### src/can_fc_map.svh
// Register map, field positions and fault confinement thresholds
`ifndef CAN_FC_MAP_SVH
`define CAN_FC_MAP_SVH
`define CTRL_OFS 8'h00
`define STAT_OFS 8'h04
`define CTRL_RST 32'h0000_0000
`define F_MODE 0
`define F_PROP 6:4
`define F_PH1 10:8
`define F_PH2 14:12
`define F_PRESC 21:16
`define F_CTRL_USED 21:0
`define S_TEC 7:0
`define S_REC 14:8
`define S_STATE 18:16
`define S_REC_OVF 19
`define TEC_PASSIVE 8'h7F
`define TEC_MAX 9'h0FF
`define REC_MAX 8'h7F
`define INC_BIG 8'h08
`define INC_ONE 8'h01
`define DOM_ACTIVE 5'h0E
`define DOM_PASSIVE 5'h08
`define DOM_STEP 5'h08
`define RUN_LEN 4'hB
`define RECOV_CNT 8'h80
`define RJW_MAX 4'h4
`define SYNC_LEN 5'h01
`endif

### src/can_fc_pkg.sv
// Types shared by the fault confinement core and the bit timing unit
package can_fc_pkg;
    typedef enum logic [2:0] {
        ERR_ACTIVE = 3'b001,
        ERR_PASSIVE = 3'b010,
        BUS_OFF = 3'b100
    } fc_state_e;
    typedef enum logic [3:0] {
        SEG_SYNC = 4'b0001,
        SEG_PROP = 4'b0010,
        SEG_PH1 = 4'b0100,
        SEG_PH2 = 4'b1000
    } seg_e;
endpackage

### src/can_bt_if.sv
// Signals between the fault confinement core and the bit timing unit
`timescale 1ns/1ps
interface can_bt_if;
    logic [5:0] prescale;
    logic [3:0] propLen;
    logic [3:0] ph1Len;
    logic [3:0] ph2Len;
    logic busIdle;
    logic receiving;
    logic rxBit;
    logic sampleTick;
    logic txTick;
    logic sampledBit;
    modport core(
        output prescale, propLen, ph1Len, ph2Len, busIdle, receiving, rxBit,
        input sampleTick, txTick, sampledBit
    );
    modport timing(
        input prescale, propLen, ph1Len, ph2Len, busIdle, receiving, rxBit,
        output sampleTick, txTick, sampledBit
    );
endinterface

### src/can_fault_confinement.sv
// CAN fault confinement core with bit timing and AHB-Lite registers
//
// Notes on behaviour
// RL1: TEC above 255 enters bus-off; drivers off, silent.
// RL2: Mode 0 (reset): leave bus-off after 128 runs of 11 recessive.
// RL3: Mode 1: leave bus-off after 128 runs of 11+ recessive split by dominant bits.
// RL4: Leaving bus-off clears both error counters.
// RL5: REC is seven bits; its overflow makes the node error-passive.
// RL6: TEC is eight bits; above 127 passive, overflow gives bus-off.
// RL7: Receiver bit error during active error flag adds 8 to REC.
// RL8: Receiver seeing dominant first bit after its flag adds 8 to REC.
// RL9: Role counter plus 8 at 14th/8th dominant after flag, then each 8.
// RL10: Other receive errors (stuff, form, CRC, ack) add 1 to REC.
// RL11: Transmitter adds 8 for bit error in active flag or other errors.
// RL12: Valid frame decrements the role counter unless it is zero; with the REC overflow flag set it clears that flag instead.
// RL13: Stuff error in arbitration on recessive stuff bit leaves TEC alone.
// RL14: Passive ack error without dominant during passive flag leaves TEC.
// RL15: Lone passive transmitter repeating on ack error never reaches bus-off.
// RL16: Falling edge on idle bus is SOF and hard-syncs bit timing.
// RL17: Bit is sync (1 tq), prop 1..8, phase 1 and 2 each 1..8.
// RL18: Resync lengthens phase 1 for late edges, shortens phase 2 early.
// RL19: At most one resynchronisation per bit time.
// RL20: Sample between phase segments; next bit starts after phase 2.
// RL21: Jump width is min(4 quanta, phase setting); phase 2 at least 1.
// RL22: Software should program phase 2 above 1 to allow shortening.
// RL23: Passive node returns to active when both counters below 128.
// RL24: Active node sends dominant error flag, passive node recessive.
`timescale 1ns/1ps
`include "can_fc_map.svh"
module can_fault_confinement (
    input wire logic ref_clk,
    input wire logic reset_n,
    input wire logic hsel,
    input wire logic [31:0] haddr,
    input wire logic [1:0] htrans,
    input wire logic hwrite,
    input wire logic [2:0] hsize,
    input wire logic [31:0] hwdata,
    input wire logic hready,
    output logic [31:0] hrdata,
    output logic hreadyout,
    output logic hresp,
    input wire logic canRx,
    output logic canTx,
    output logic canTxEn,
    input wire logic busIdle,
    input wire logic receiving,
    input wire logic transmitter,
    input wire logic txData,
    input wire logic sendingErrFlag,
    input wire logic bitErrActiveFlag,
    input wire logic dominantAfterFlag,
    input wire logic otherErr,
    input wire logic stuffErrArb,
    input wire logic ackErr,
    input wire logic passiveFlagDominant,
    input wire logic flagEnd,
    input wire logic flagWasPassive,
    input wire logic validFrame,
    output logic sampleTick,
    output logic txTick,
    output logic sampledBit,
    output logic errActive,
    output logic errPassive,
    output logic busOff,
    output logic [7:0] tecValue,
    output logic [6:0] recValue
);
    ////////////////////////////////////////////////////////////////////////
    // Declarations
    can_bt_if bt();
    can_fc_pkg::fc_state_e state_reg, state_next;
    logic [31:0] ctrl_reg;
    logic [31:0] hrdata_reg;
    logic [7:0] addr_reg;
    logic wrPend_reg;
    logic [7:0] tec_reg, tec_next;
    logic [6:0] rec_reg, rec_next;
    logic recOvf_reg, recOvf_next;
    logic domArmed_reg;
    logic [4:0] domCnt_reg;
    logic [4:0] domThresh_reg;
    logic [3:0] runCnt_reg;
    logic runCounted_reg;
    logic [7:0] recovCnt_reg;
    logic accept, domInc, runHit, recovInc, recovered;
    logic tecBig, recBig, recOne;
    logic [8:0] tecSum;
    logic [7:0] recSum;
    logic [31:0] statusWord;
    logic isOff;

    ////////////////////////////////////////////////////////////////////////
    // Bit timing unit
    assign bt.prescale = ctrl_reg[`F_PRESC];
    assign bt.propLen = {1'h0, ctrl_reg[`F_PROP]} + 4'h1; // RL17
    assign bt.ph1Len = {1'h0, ctrl_reg[`F_PH1]} + 4'h1; // RL17
    assign bt.ph2Len = {1'h0, ctrl_reg[`F_PH2]} + 4'h1; // RL17
    assign bt.busIdle = busIdle & ~isOff;
    assign bt.receiving = receiving & ~isOff;
    assign bt.rxBit = canRx;

    can_bit_timing timing (
        .ref_clk(ref_clk),
        .reset_n(reset_n),
        .bt(bt)
    );

    assign sampleTick = bt.sampleTick;
    assign txTick = bt.txTick;
    assign sampledBit = bt.sampledBit;

    ////////////////////////////////////////////////////////////////////////
    // AHB-Lite slave, zero wait states
    assign accept = hsel & hready & htrans[1];
    assign hreadyout = 1'h1;
    assign hresp = 1'h0;
    assign hrdata = hrdata_reg;

    always_comb
    begin
        statusWord = 32'h0000_0000;
        statusWord[`S_TEC] = tec_reg;
        statusWord[`S_REC] = rec_reg;
        statusWord[`S_STATE] = state_reg;
        statusWord[`S_REC_OVF] = recOvf_reg;
    end

    always_ff @(posedge ref_clk)
    begin
        if (!reset_n)
        begin
            wrPend_reg <= 1'h0;
            addr_reg <= 8'h00;
            hrdata_reg <= 32'h0000_0000;
        end
        else
        begin
            wrPend_reg <= accept & hwrite;
            if (accept)
                addr_reg <= haddr[7:0];
            if (accept && !hwrite)
            begin
                if (haddr[7:0] == `CTRL_OFS)
                    hrdata_reg <= ctrl_reg;
                else if (haddr[7:0] == `STAT_OFS)
                    hrdata_reg <= statusWord;
                else
                    hrdata_reg <= 32'h0000_0000;
            end
        end
    end

    always_ff @(posedge ref_clk)
    begin
        if (!reset_n)
            ctrl_reg <= `CTRL_RST; // RL2
        else if (wrPend_reg && addr_reg == `CTRL_OFS)
            ctrl_reg[`F_CTRL_USED] <= hwdata[`F_CTRL_USED];
    end

    ////////////////////////////////////////////////////////////////////////
    // Dominant runs after an error or overload flag
    assign domInc = bt.sampleTick & domArmed_reg & ~canRx
        & ((domCnt_reg + 5'h01) == domThresh_reg); // RL9

    always_ff @(posedge ref_clk)
    begin
        if (!reset_n || isOff)
        begin
            domArmed_reg <= 1'h0;
            domCnt_reg <= 5'h00;
            domThresh_reg <= `DOM_ACTIVE;
        end
        else if (flagEnd)
        begin
            domArmed_reg <= 1'h1;
            domCnt_reg <= 5'h00;
            domThresh_reg <= flagWasPassive ? `DOM_PASSIVE : `DOM_ACTIVE; // RL9
        end
        else if (bt.sampleTick && domArmed_reg)
        begin
            if (canRx)
                domArmed_reg <= 1'h0;
            else if (domInc)
            begin
                domCnt_reg <= 5'h00;
                domThresh_reg <= `DOM_STEP; // RL9
            end
            else
                domCnt_reg <= domCnt_reg + 5'h01;
        end
    end

    ////////////////////////////////////////////////////////////////////////
    // Bus-off recovery
    assign runHit = bt.sampleTick & canRx & ((runCnt_reg + 4'h1) == `RUN_LEN);
    assign recovInc = isOff & runHit
        & (~ctrl_reg[`F_MODE] | ~runCounted_reg); // RL2 RL3
    assign recovered = recovInc & ((recovCnt_reg + 8'h01) == `RECOV_CNT);

    always_ff @(posedge ref_clk)
    begin
        if (!reset_n || !isOff || recovered)
        begin
            runCnt_reg <= 4'h0;
            runCounted_reg <= 1'h0;
            recovCnt_reg <= 8'h00;
        end
        else if (bt.sampleTick)
        begin
            if (!canRx)
            begin
                runCnt_reg <= 4'h0;
                runCounted_reg <= 1'h0; // RL3
            end
            else if (runHit)
            begin
                if (!ctrl_reg[`F_MODE])
                    runCnt_reg <= 4'h0; // RL2
                runCounted_reg <= 1'h1;
                if (recovInc)
                    recovCnt_reg <= recovCnt_reg + 8'h01;
            end
            else
                runCnt_reg <= runCnt_reg + 4'h1;
        end
    end

    ////////////////////////////////////////////////////////////////////////
    // Error counters
    assign isOff = (state_reg == can_fc_pkg::BUS_OFF);
    assign tecBig = transmitter & (bitErrActiveFlag | domInc // RL11 RL9
        | (otherErr & ~stuffErrArb // RL13
        & ~(ackErr & errPassive & ~passiveFlagDominant))); // RL14 RL15
    assign recBig = ~transmitter
        & (bitErrActiveFlag | dominantAfterFlag | domInc); // RL7 RL8 RL9
    assign recOne = ~transmitter & otherErr & ~recBig; // RL10
    assign tecSum = {1'h0, tec_reg} + {1'h0, `INC_BIG};
    assign recSum = {1'h0, rec_reg}
        + (recBig ? `INC_BIG : (recOne ? `INC_ONE : 8'h00));

    always_comb
    begin
        tec_next = tec_reg;
        rec_next = rec_reg;
        recOvf_next = recOvf_reg;
        if (isOff)
        begin
            if (recovered)
            begin
                tec_next = 8'h00; // RL4
                rec_next = 7'h00; // RL4
                recOvf_next = 1'h0;
            end
        end
        else
        begin
            if (tecBig)
                tec_next = (tecSum > `TEC_MAX) ? tec_reg : tecSum[7:0]; // RL6
            else if (validFrame && transmitter && tec_reg != 8'h00)
                tec_next = tec_reg - 8'h01; // RL12
            if (recBig || recOne)
            begin
                if (recSum > `REC_MAX)
                begin
                    rec_next = 7'(`REC_MAX); // RL5
                    recOvf_next = 1'h1; // RL5
                end
                else
                    rec_next = recSum[6:0];
            end
            else if (validFrame && !transmitter)
            begin
                if (recOvf_reg)
                    recOvf_next = 1'h0;
                else if (rec_reg != 7'h00)
                    rec_next = rec_reg - 7'h01; // RL12
            end
        end
    end

    always_comb
    begin
        if (isOff)
            state_next = recovered ? can_fc_pkg::ERR_ACTIVE
                : can_fc_pkg::BUS_OFF; // RL2 RL3
        else if (tecBig && tecSum > `TEC_MAX)
            state_next = can_fc_pkg::BUS_OFF; // RL1 RL6
        else if (tec_next > `TEC_PASSIVE || recOvf_next)
            state_next = can_fc_pkg::ERR_PASSIVE; // RL5 RL6
        else
            state_next = can_fc_pkg::ERR_ACTIVE; // RL23
    end

    always_ff @(posedge ref_clk)
    begin
        if (!reset_n)
        begin
            tec_reg <= 8'h00;
            rec_reg <= 7'h00;
            recOvf_reg <= 1'h0;
            state_reg <= can_fc_pkg::ERR_ACTIVE;
        end
        else
        begin
            tec_reg <= tec_next;
            rec_reg <= rec_next;
            recOvf_reg <= recOvf_next;
            state_reg <= state_next;
        end
    end

    ////////////////////////////////////////////////////////////////////////
    // State outputs and bus drive
    assign errActive = (state_reg == can_fc_pkg::ERR_ACTIVE);
    assign errPassive = (state_reg == can_fc_pkg::ERR_PASSIVE);
    assign busOff = isOff;
    assign tecValue = tec_reg;
    assign recValue = rec_reg;
    assign canTxEn = ~isOff; // RL1
    assign canTx = isOff ? 1'h1
        : (sendingErrFlag ? ~errActive : txData); // RL1 RL24

    ////////////////////////////////////////////////////////////////////////
    // Checks
    property p_off_quiet;
        @(posedge ref_clk) disable iff (!reset_n)
        isOff |-> !canTxEn && canTx;
    endproperty
    a_off_quiet: assert property (p_off_quiet) // RL1
        else $error("bus-off node drives the bus");

    property p_enter_off;
        @(posedge ref_clk) disable iff (!reset_n)
        !isOff && tecBig && tec_reg > 8'hF7 |=> isOff;
    endproperty
    a_enter_off: assert property (p_enter_off) // RL6
        else $error("TEC overflow did not give bus-off");

    property p_clear_on_exit;
        @(posedge ref_clk) disable iff (!reset_n)
        isOff ##1 errActive |-> tec_reg == 8'h00 && rec_reg == 7'h00;
    endproperty
    a_clear_on_exit: assert property (p_clear_on_exit) // RL4
        else $error("counters not cleared on leaving bus-off");

    property p_tec_passive;
        @(posedge ref_clk) disable iff (!reset_n)
        !isOff ##1 tec_reg > 8'h7F |-> errPassive || isOff;
    endproperty
    a_tec_passive: assert property (p_tec_passive) // RL6
        else $error("TEC above 127 but not passive");

    property p_rec_one;
        @(posedge ref_clk) disable iff (!reset_n)
        !isOff && recOne && rec_reg < 7'h7E
        |=> rec_reg == $past(rec_reg) + 7'h01;
    endproperty
    a_rec_one: assert property (p_rec_one) // RL10
        else $error("receive error did not add one");

    property p_tec_eight;
        @(posedge ref_clk) disable iff (!reset_n)
        !isOff && tecBig && tec_reg < 8'h70
        |=> tec_reg == $past(tec_reg) + 8'h08;
    endproperty
    a_tec_eight: assert property (p_tec_eight) // RL11
        else $error("transmit error did not add eight");

    property p_tec_dec;
        @(posedge ref_clk) disable iff (!reset_n)
        !isOff && validFrame && transmitter && !tecBig && tec_reg != 8'h00
        |=> tec_reg == $past(tec_reg) - 8'h01;
    endproperty
    a_tec_dec: assert property (p_tec_dec) // RL12
        else $error("valid frame did not decrement TEC");

    property p_arb_stuff;
        @(posedge ref_clk) disable iff (!reset_n)
        !isOff && transmitter && otherErr && stuffErrArb
        && !bitErrActiveFlag && !domInc && !validFrame |=> $stable(tec_reg);
    endproperty
    a_arb_stuff: assert property (p_arb_stuff) // RL13
        else $error("arbitration stuff error changed TEC");

    property p_lone_ack;
        @(posedge ref_clk) disable iff (!reset_n)
        errPassive && transmitter && otherErr && ackErr && !passiveFlagDominant
        && !bitErrActiveFlag && !domInc && !validFrame |=> !isOff;
    endproperty
    a_lone_ack: assert property (p_lone_ack) // RL15
        else $error("passive ack error led to bus-off");

    property p_flag_level;
        @(posedge ref_clk) disable iff (!reset_n)
        sendingErrFlag && !isOff |-> canTx == errPassive;
    endproperty
    a_flag_level: assert property (p_flag_level) // RL24
        else $error("error flag level wrong for state");
endmodule // can_fault_confinement

### src/can_bit_timing.sv
// Bit timing: quantum divider, segments, hard and soft synchronisation
`timescale 1ns/1ps
`include "can_fc_map.svh"
module can_bit_timing (
    input wire logic ref_clk,
    input wire logic reset_n,
    can_bt_if.timing bt
);
    can_fc_pkg::seg_e seg_reg;
    logic [5:0] preCnt_reg;
    logic [4:0] segCnt_reg;
    logic [3:0] ph1Ext_reg;
    logic [3:0] ph2Cut_reg;
    logic resyncDone_reg;
    logic rxPrev_reg;
    logic sampled_reg;
    logic tqTick, fallEdge, hardSync, resync, last;
    logic [3:0] rjw;
    logic [4:0] curLen;

    assign tqTick = (preCnt_reg == bt.prescale);
    assign fallEdge = rxPrev_reg & ~bt.rxBit;
    assign hardSync = fallEdge & bt.busIdle; // RL16
    assign resync = fallEdge & bt.receiving & ~bt.busIdle & ~resyncDone_reg
        & (seg_reg != can_fc_pkg::SEG_SYNC); // RL19
    assign rjw = (bt.ph1Len < `RJW_MAX) ? bt.ph1Len : `RJW_MAX; // RL21

    always_comb
    begin
        unique case (seg_reg)
            can_fc_pkg::SEG_SYNC: curLen = `SYNC_LEN; // RL17
            can_fc_pkg::SEG_PROP: curLen = {1'h0, bt.propLen};
            can_fc_pkg::SEG_PH1: curLen = {1'h0, bt.ph1Len}
                + {1'h0, ph1Ext_reg};
            can_fc_pkg::SEG_PH2: curLen = (bt.ph2Len > ph2Cut_reg) ?
                {1'h0, bt.ph2Len - ph2Cut_reg} : `SYNC_LEN; // RL21
            default: curLen = `SYNC_LEN;
        endcase
    end
    assign last = (segCnt_reg + 5'h01) >= curLen;
    assign bt.sampleTick = tqTick & last & (seg_reg == can_fc_pkg::SEG_PH1);
    assign bt.txTick = tqTick & last & (seg_reg == can_fc_pkg::SEG_PH2)
        & ~hardSync; // RL20
    assign bt.sampledBit = sampled_reg;

    always_ff @(posedge ref_clk)
    begin
        if (!reset_n || hardSync || tqTick)
            preCnt_reg <= 6'h00;
        else
            preCnt_reg <= preCnt_reg + 6'h01;
    end

    always_ff @(posedge ref_clk)
    begin
        if (!reset_n || hardSync) // RL16
        begin
            seg_reg <= can_fc_pkg::SEG_SYNC;
            segCnt_reg <= 5'h00;
        end
        else if (tqTick && last)
        begin
            segCnt_reg <= 5'h00;
            unique case (seg_reg)
                can_fc_pkg::SEG_SYNC: seg_reg <= can_fc_pkg::SEG_PROP;
                can_fc_pkg::SEG_PROP: seg_reg <= can_fc_pkg::SEG_PH1;
                can_fc_pkg::SEG_PH1: seg_reg <= can_fc_pkg::SEG_PH2; // RL20
                can_fc_pkg::SEG_PH2: seg_reg <= can_fc_pkg::SEG_SYNC;
                default: seg_reg <= can_fc_pkg::SEG_SYNC;
            endcase
        end
        else if (tqTick)
            segCnt_reg <= segCnt_reg + 5'h01;
    end

    always_ff @(posedge ref_clk)
    begin
        if (!reset_n || hardSync || bt.txTick)
        begin
            ph1Ext_reg <= 4'h0;
            ph2Cut_reg <= 4'h0;
            resyncDone_reg <= 1'h0;
        end
        else if (resync)
        begin
            resyncDone_reg <= 1'h1; // RL19
            if (seg_reg == can_fc_pkg::SEG_PH2)
                ph2Cut_reg <= rjw; // RL18
            else
                ph1Ext_reg <= rjw; // RL18
        end
    end

    always_ff @(posedge ref_clk)
    begin
        if (!reset_n)
        begin
            rxPrev_reg <= 1'h1;
            sampled_reg <= 1'h1;
        end
        else
        begin
            rxPrev_reg <= bt.rxBit;
            if (bt.sampleTick)
                sampled_reg <= bt.rxBit; // RL20
        end
    end

    property p_sample_apart;
        @(posedge ref_clk) disable iff (!reset_n)
        bt.sampleTick |-> !bt.txTick;
    endproperty
    a_sample_apart: assert property (p_sample_apart) // RL20
        else $error("sample and transmit point coincide");

    property p_hard_sync;
        @(posedge ref_clk) disable iff (!reset_n)
        hardSync |=> seg_reg == can_fc_pkg::SEG_SYNC && segCnt_reg == 5'h00;
    endproperty
    a_hard_sync: assert property (p_hard_sync) // RL16
        else $error("hard sync did not restart bit timing");
endmodule // can_bit_timing

### config.mk
export PLATFORM = sky130hd
export DESIGN_NAME = can_fault_confinement
export DESIGN_NICKNAME = d
export VERILOG_FILES = /design/src/can_fc_pkg.sv /design/src/can_bt_if.sv /design/src/can_fault_confinement.sv /design/src/can_bit_timing.sv
export VERILOG_INCLUDE_DIRS = /design/src
export SDC_FILE = /design/constraint.sdc
export NUM_CORES = 1
export LEC_CHECK = 0
export BUFFER_PORTS_ARGS = -buffer_cell sky130_fd_sc_hd__buf_2
export CORE_ASPECT_RATIO = 0.9
export CORE_MARGIN = 1.5
export CORE_UTILIZATION = 35
export DETAILED_ROUTE_END_ITERATION = 8
export PLACE_DENSITY_LB_ADDON = 0.08
export SLEW_MARGIN = 20
export SYNTH_ARGS = -nofsm -noshare
export SYNTH_HDL_FRONTEND = slang
export SYNTH_SLANG_ARGS = --single-unit
### constraint.sdc
create_clock -name ref_clk -period 5.1 [get_ports ref_clk]
set_clock_uncertainty 0.1 [all_clocks]
set_input_delay 0.51 -clock ref_clk [delete_from_list [all_inputs] [get_ports ref_clk]]
set_output_delay 0.51 -clock ref_clk [all_outputs]
set_load 0.03 [all_outputs]
Word-level counts from Yosys, hierarchy flattened
Cells that the tools add are included.

storage, ports and cells
  output and inout port bits = 57
  input bits = 89
  register bits = 132
  word-level logic and storage cells = 195

cells by class
  equality and inequality tests = 18
  add/sub/neg operators = 14
  muxes and demuxes = 45
  magnitude comparators = 6
  reductions and logical operators = 40
  bitwise logic cells = 50

operators with widths
  kind                   count
  $mux W7                7
  $mux W8                5
  $and A1 B1 Y1          31
  $mux W5                5
  $mux W4                6
  $mux W22               1
  $mux W20               1
  $gt A8 B7 Y1 const B   2
  $logic_not A8 Y1       2
  $pmux W5 S3            1
  $not A1 Y1             14
  $mux W1                13
  $add A3 B1 Y4 const B  3
  $mux W3                4
  $pmux W4 S3            1
  $reduce_and A2 Y1      6
  $add A5 B1 Y5 const B  2
  $add A8 B4 Y9 const B  1
  $gt A9 B8 Y1 const B   1
  $add A7 B4 Y8          1
  $add A8 B1 Y8 const B  1
  $eq A4 B4 Y1 const B   2
  $eq A8 B3 Y1 const B   1
  $eq A8 B8 Y1 const B   1
  34 further kinds       61

Depth between registers and ports, before layout
  depth in word-level cells = 25
  gate-level depth with buffers = 22
  gate-level depth less buffers = 22

Hierarchy
Synthesis repeated with hierarchy kept, for this count alone.

second synthesis, totals
  cells, all modules = 774
  area, all modules = 6,770.2 µm²

modules (own cells, without submodules)
  module                 instances  area each (µm²)  sequential area each (µm²)  cells an instance
  can_fault_confinement  1          5,162.5          1,841.8                     599
  can_bit_timing         1          1,607.8          520.5                       175

Worst setup path after synthesis
Ideal clock, no wire load.

  path type = register -> register
  start point = reg ctrl_reg[12]
  end point = reg rec_reg[4], in the netlist recValue[4]
  stages on the path, launching flop included = 22
  arrival = 4.476 ns
  clock period less this slack = 4.701 ns
  setup slack = 0.399 ns
  library setup time = 0.125 ns
  data required time = 4.875 ns
  path buffers = 0
  cells stage by stage = dfxtp_1 ha_1 inv_1 fa_1 nor2b_1 o21ai_0 a21oi_1 a21oi_1 a221o_1 ha_1 nand2b_1 a31oi_1 o21ai_1 nand3_2 a21oi_1 ha_1 and4_1 o21a_1 and3_1 nor3_1 and4bb_2 nand3b_1

on the way
  longest elaborated chain between the ends = 21
  elaborated cells on any way between the ends = 33
  classes of those cells = 3 x add/sub; 3 x order compare; 2 x eq/ne; 7 x mux; 14 x bitwise; 4 x reduce/logical

RTL lines
  item                                           line                                        RTL
  start: declaration                             can_fault_confinement.sv:73                 logic [31:0] ctrl_reg;
  start signal: assignment                       can_fault_confinement.sv:157                ctrl_reg <= `CTRL_RST;
  start signal: indexed assignment               can_fault_confinement.sv:159                ctrl_reg[`F_CTRL_USED] <= hwdata[`F_CTRL_USED];
  $add A3 B1 Y4 *                                can_fault_confinement.sv:98                 assign bt.ph2Len = {1'h0, ctrl_reg[`F_PH2]} + 4'h1;
  $sub A4 B4 Y4 or $gt A4 B4 Y1 (tied branches)  can_bit_timing.sv:36, can_bit_timing.sv:35
  $mux W4 (no source line) *                     --
  $pmux W5 S3 *                                  can_bit_timing.sv:30                        unique case (seg_reg)
  $ge A5 B5 Y1 *                                 can_bit_timing.sv:40                        assign last = (segCnt_reg + 5'h01) >= curLen;
  $and A1 B1 Y1 * (2 in series)                  can_bit_timing.sv:41                        assign bt.sampleTick = tqTick & last & (seg_reg == can_fc_pkg::SEG_PH1);
  $and A1 B1 Y1 (2 in series)                    can_fault_confinement.sv:164                assign domInc = bt.sampleTick & domArmed_reg & ~canRx
  $and A1 B1 Y1                                  can_fault_confinement.sv:165                & ((domCnt_reg + 5'h01) == domThresh_reg);
  [3 not listed]                                 --
  $and A1 B1 Y1                                  can_fault_confinement.sv:238                assign recOne = ~transmitter & otherErr & ~recBig;
  $mux W1                                        can_fault_confinement.sv:241                + (recBig ? `INC_BIG : (recOne ? `INC_ONE : 8'h00));
  $mux W4                                        can_fault_confinement.sv:241
  $add A7 B4 Y8                                  can_fault_confinement.sv:240                assign recSum = {1'h0, rec_reg}
  $gt A8 B7 Y1 (no source line)                  --
  $mux W7                                        can_fault_confinement.sv:265                if (recSum > `REC_MAX)
  $mux W7                                        can_fault_confinement.sv:263                if (recBig || recOne)
  $mux W7                                        can_fault_confinement.sv:248                if (isOff)
  end signal: assignment                         can_fault_confinement.sv:308                rec_reg <= rec_next;
  end: declaration                               can_fault_confinement.sv:78                 logic [6:0] rec_reg, rec_next;

Mark *: on every way between the ends. The rest lies on a longest branch, timed or not.
A chain may end at the register's enable or synchronous reset.

Worst setup path in the final report
Same ends and word-level chain as after synthesis.

==> results.ini <==
[cts]
clock_latency_ns=0.43
cts_buffers=17
root_buffer=clkbuf_16
cts_tree=yes
cts_hold_buf=0
h-tree-depth=4
cts_sinks=118
clk_pin_slew_worst_paths_ns=0.06
cts_buffer_depth=2

[min_path]
hold_path.class=in2reg
hp-start=hwdata[20]

[finish]
final_cells=1109
nNetsFinal=975
area.growth.synth_to_final_pct=20.3
final_util=0.433
antenna-diode-count=0
layout-drive-gt1-share=0.206

[sta]
setup_viol=0
finalSetupTns_ns=0
relSlewSlack=0.447
period_needed_ns=4.74
tightest_slew_ns=0.819
fmax_mhz=211
hold_viol=0
min_period_over_period=0.929
rsz0062_at_grt=false
finalWorstSetupSlack_ns=0.363
finalMaxSlewViolations=0

[critical_path]
slowest_stage=fa_1
cp_max_fo=5
cp-start-kind=flip-flop
end_kind=flip-flop
worst_path_most_repeated_cell=ha_1
crit_buf_inv=1
r2r-start=ctrl_reg[12]
path_delay_family=simple AND/OR/NAND/NOR gates
cp-startpoint=ctrl_reg[12]
critical_path_class=reg2reg
cp.required_ns=5.30
critPathArrivalTime_ns=4.94
crit_path_max_incr_delay_ns=0.44
crit_chain=ha_1 -> inv_1 -> fa_1 -> nor2b_1 -> o21ai_0 -> a21oi_2 -> a21oi_1 -> a221o_1 -> ha_1 -> nand2b_1 -> a31oi_1 -> o21ai_2 -> nand3_4 -> a21oi_2 -> ha_1 -> and4_1 -> o21a_1 -> and3_1 -> nor3_1 -> and4bb_2 -> nand3b_1

[drt]
drc=0
dr.first_iter.drc_count=428
drtAntennaViolNets=0
vias=5877
wl_um=19100
vias_per_cell=5.30
drtPass1Iterations=7
post_drt_wl_per_cell_um=17.2

[placed_design]
hpwlAfterDp_um=13800
preCtsSetupSlack_ns=0.121
dp.cells=1076
place.port_buffers=95
gp_congestion=0.901

[power]
power_uw=2730
power_density_mw_per_mm2=341
peakVddDrop_uv=219
p_leak_uw=0.00344

[die]
io_pins=146
dieHeight_um=134
start_util=0.360
dieArea_mm2=0.0199
core_area_mm2=0.0185
fp.dieW_um=148
rows=47

[yosys]
synth-main-ff-cell=dfxtp_1
synth_edf_count=0
syn_area_per_cell_um2=8.77
synthDistinctLibCells=76
synthCells=759
synth_area_mm2=0.00666
yosys_warnings=0
ys_seq_area_frac=0.355
synthArstFlopShare=0
synth_seq_cells=118

[grt]
grt_usage=0.195
grt_pass1_vias=5646
grt_first_pass_wirelength_um=29900
grt_max_degree=69
antenna_found_initial=0
overflow=0

[job]
drv_cap=0

[run_status]
outcome=finished, final reports clean

-- tightest hold or removal path: cells and delay by family --
family / cells / cell delay, ns
and+or+nand+nor: 1 / 0.09
buffers and inverters: 1 / 0.07
muxes: 1 / 0.05
-- cell usage in the layout, fill, tap and decap left out, types with 12 or more instances in the layout --
cell type	count
ha_1	33
buf_4	13
buf_2	95
nand2_1	57
nor2b_1	49
clkbuf_16	17
xor2_1	21
a22oi_1	24
a21oi_1	23
conb_1	12
o21ai_0	24
mux2i_1	33
and3_1	16
dfxtp_1	118
mux2_2	17
and2_1	12
nand3_1	26
inv_1	27
xnor2_1	15
nor2_1	52
nor3_1	21
-- power by group --
group          internal [uW]  total, uW  leakage [uW]  switching [uW]
logic                    148        374       0.00218             226
registers                958       1040      0.000955            83.1
clock network            860       1320      0.000307             457
-- logic make-up after synthesis --
logic type,share of synthesized area
flip-flops,0.355
AND/OR/NAND/NOR,0.246
other,0.00113
multiplexers,0.0783
buffers and inverters,0.0492
XOR/XNOR,0.0473
adder cells (fa/ha/maj),0.0680
AO/OA/AOI/OAI,0.155
-- cell usage after synthesis, types with 3 or more instances --
cell       number  area (um2)
and3_1         16         100
nor3b_1         7        52.6
xor2_1         21         184
or3_1           8        50.1
dfxtp_1       118        2360
nor4b_1         4        35.0
clkbuf_1       27         101
nand2_1        57         214
o41ai_1         4        35.0
o21ai_1         3        15.0
nor3_1         21         105
o211ai_1        8        60.1
ha_1           33         413
nand2b_1        4        25.0
a31oi_1         8        50.1
a21oi_1        25         125
or2_2           4        25.0
o21a_1          4        30.0
inv_1          27         101
nand3_1        26         130
nor2b_1        49         307
nor4_1          6        37.5
xnor2_1        15         131
o21ai_0        24         120
o2111ai_1       4        35.0
buf_1           3        11.3
buf_4          13        97.6
a22oi_1        24         180
mux2_2         17         191
a21boi_0       10        75.1
a211oi_1        5        37.5
a21o_1          4        30.0
nand4_1         7        43.8
and2_1         12        75.1
a41oi_1         3        26.3
mux2i_1        33         330
a22o_1          4        35.0
nor2_1         52         195
-- routing by layer --
metal / wire length [um] / GRT usage
met5: 0 / 0
met4: 176 / 0.0506
met3: 966 / 0.0490
met2: 8640 / 0.309
met1: 9290 / 0.265
-- per-stage QoR --
step	hold WS [ns]	cell area (um2)
detailed placement	0.327	7340
finish	0.232	8010
global placement	0.324	7340
CTS	0.229	7980
floorplan	0.310	6700
global route	0.233	8010
-- layout make-up --
type,instances,area [um2]
clock inverters,10,166
inverters,27,101
repair buffers,108,573
clock buffers,22,474
fillers,1823,10500
flip-flops and latches,118,2360
well taps,245,307
multi-input cells,579,4030
-- what timing repair did --
action                                  4_1_cts  5_1_grt
gates resized for setup                       0        4
endpoints found under the hold margin         0        0
endpoints found under the setup margin        0        7
setup buffers                                 0        1
-- worst paths after layout --
path / endpoint / slack (ns) / cells past startpoint
setup / recovery: recValue[4] / 0.36 / 21
hold / removal: ctrl_reg[20] / 0.23 / 3
hold reg to reg: timing.ph2Cut_reg[3] / 0.33 / 2
setup reg to reg: recValue[4] / 0.36 / 21
(Power assumes the default switching activity.)
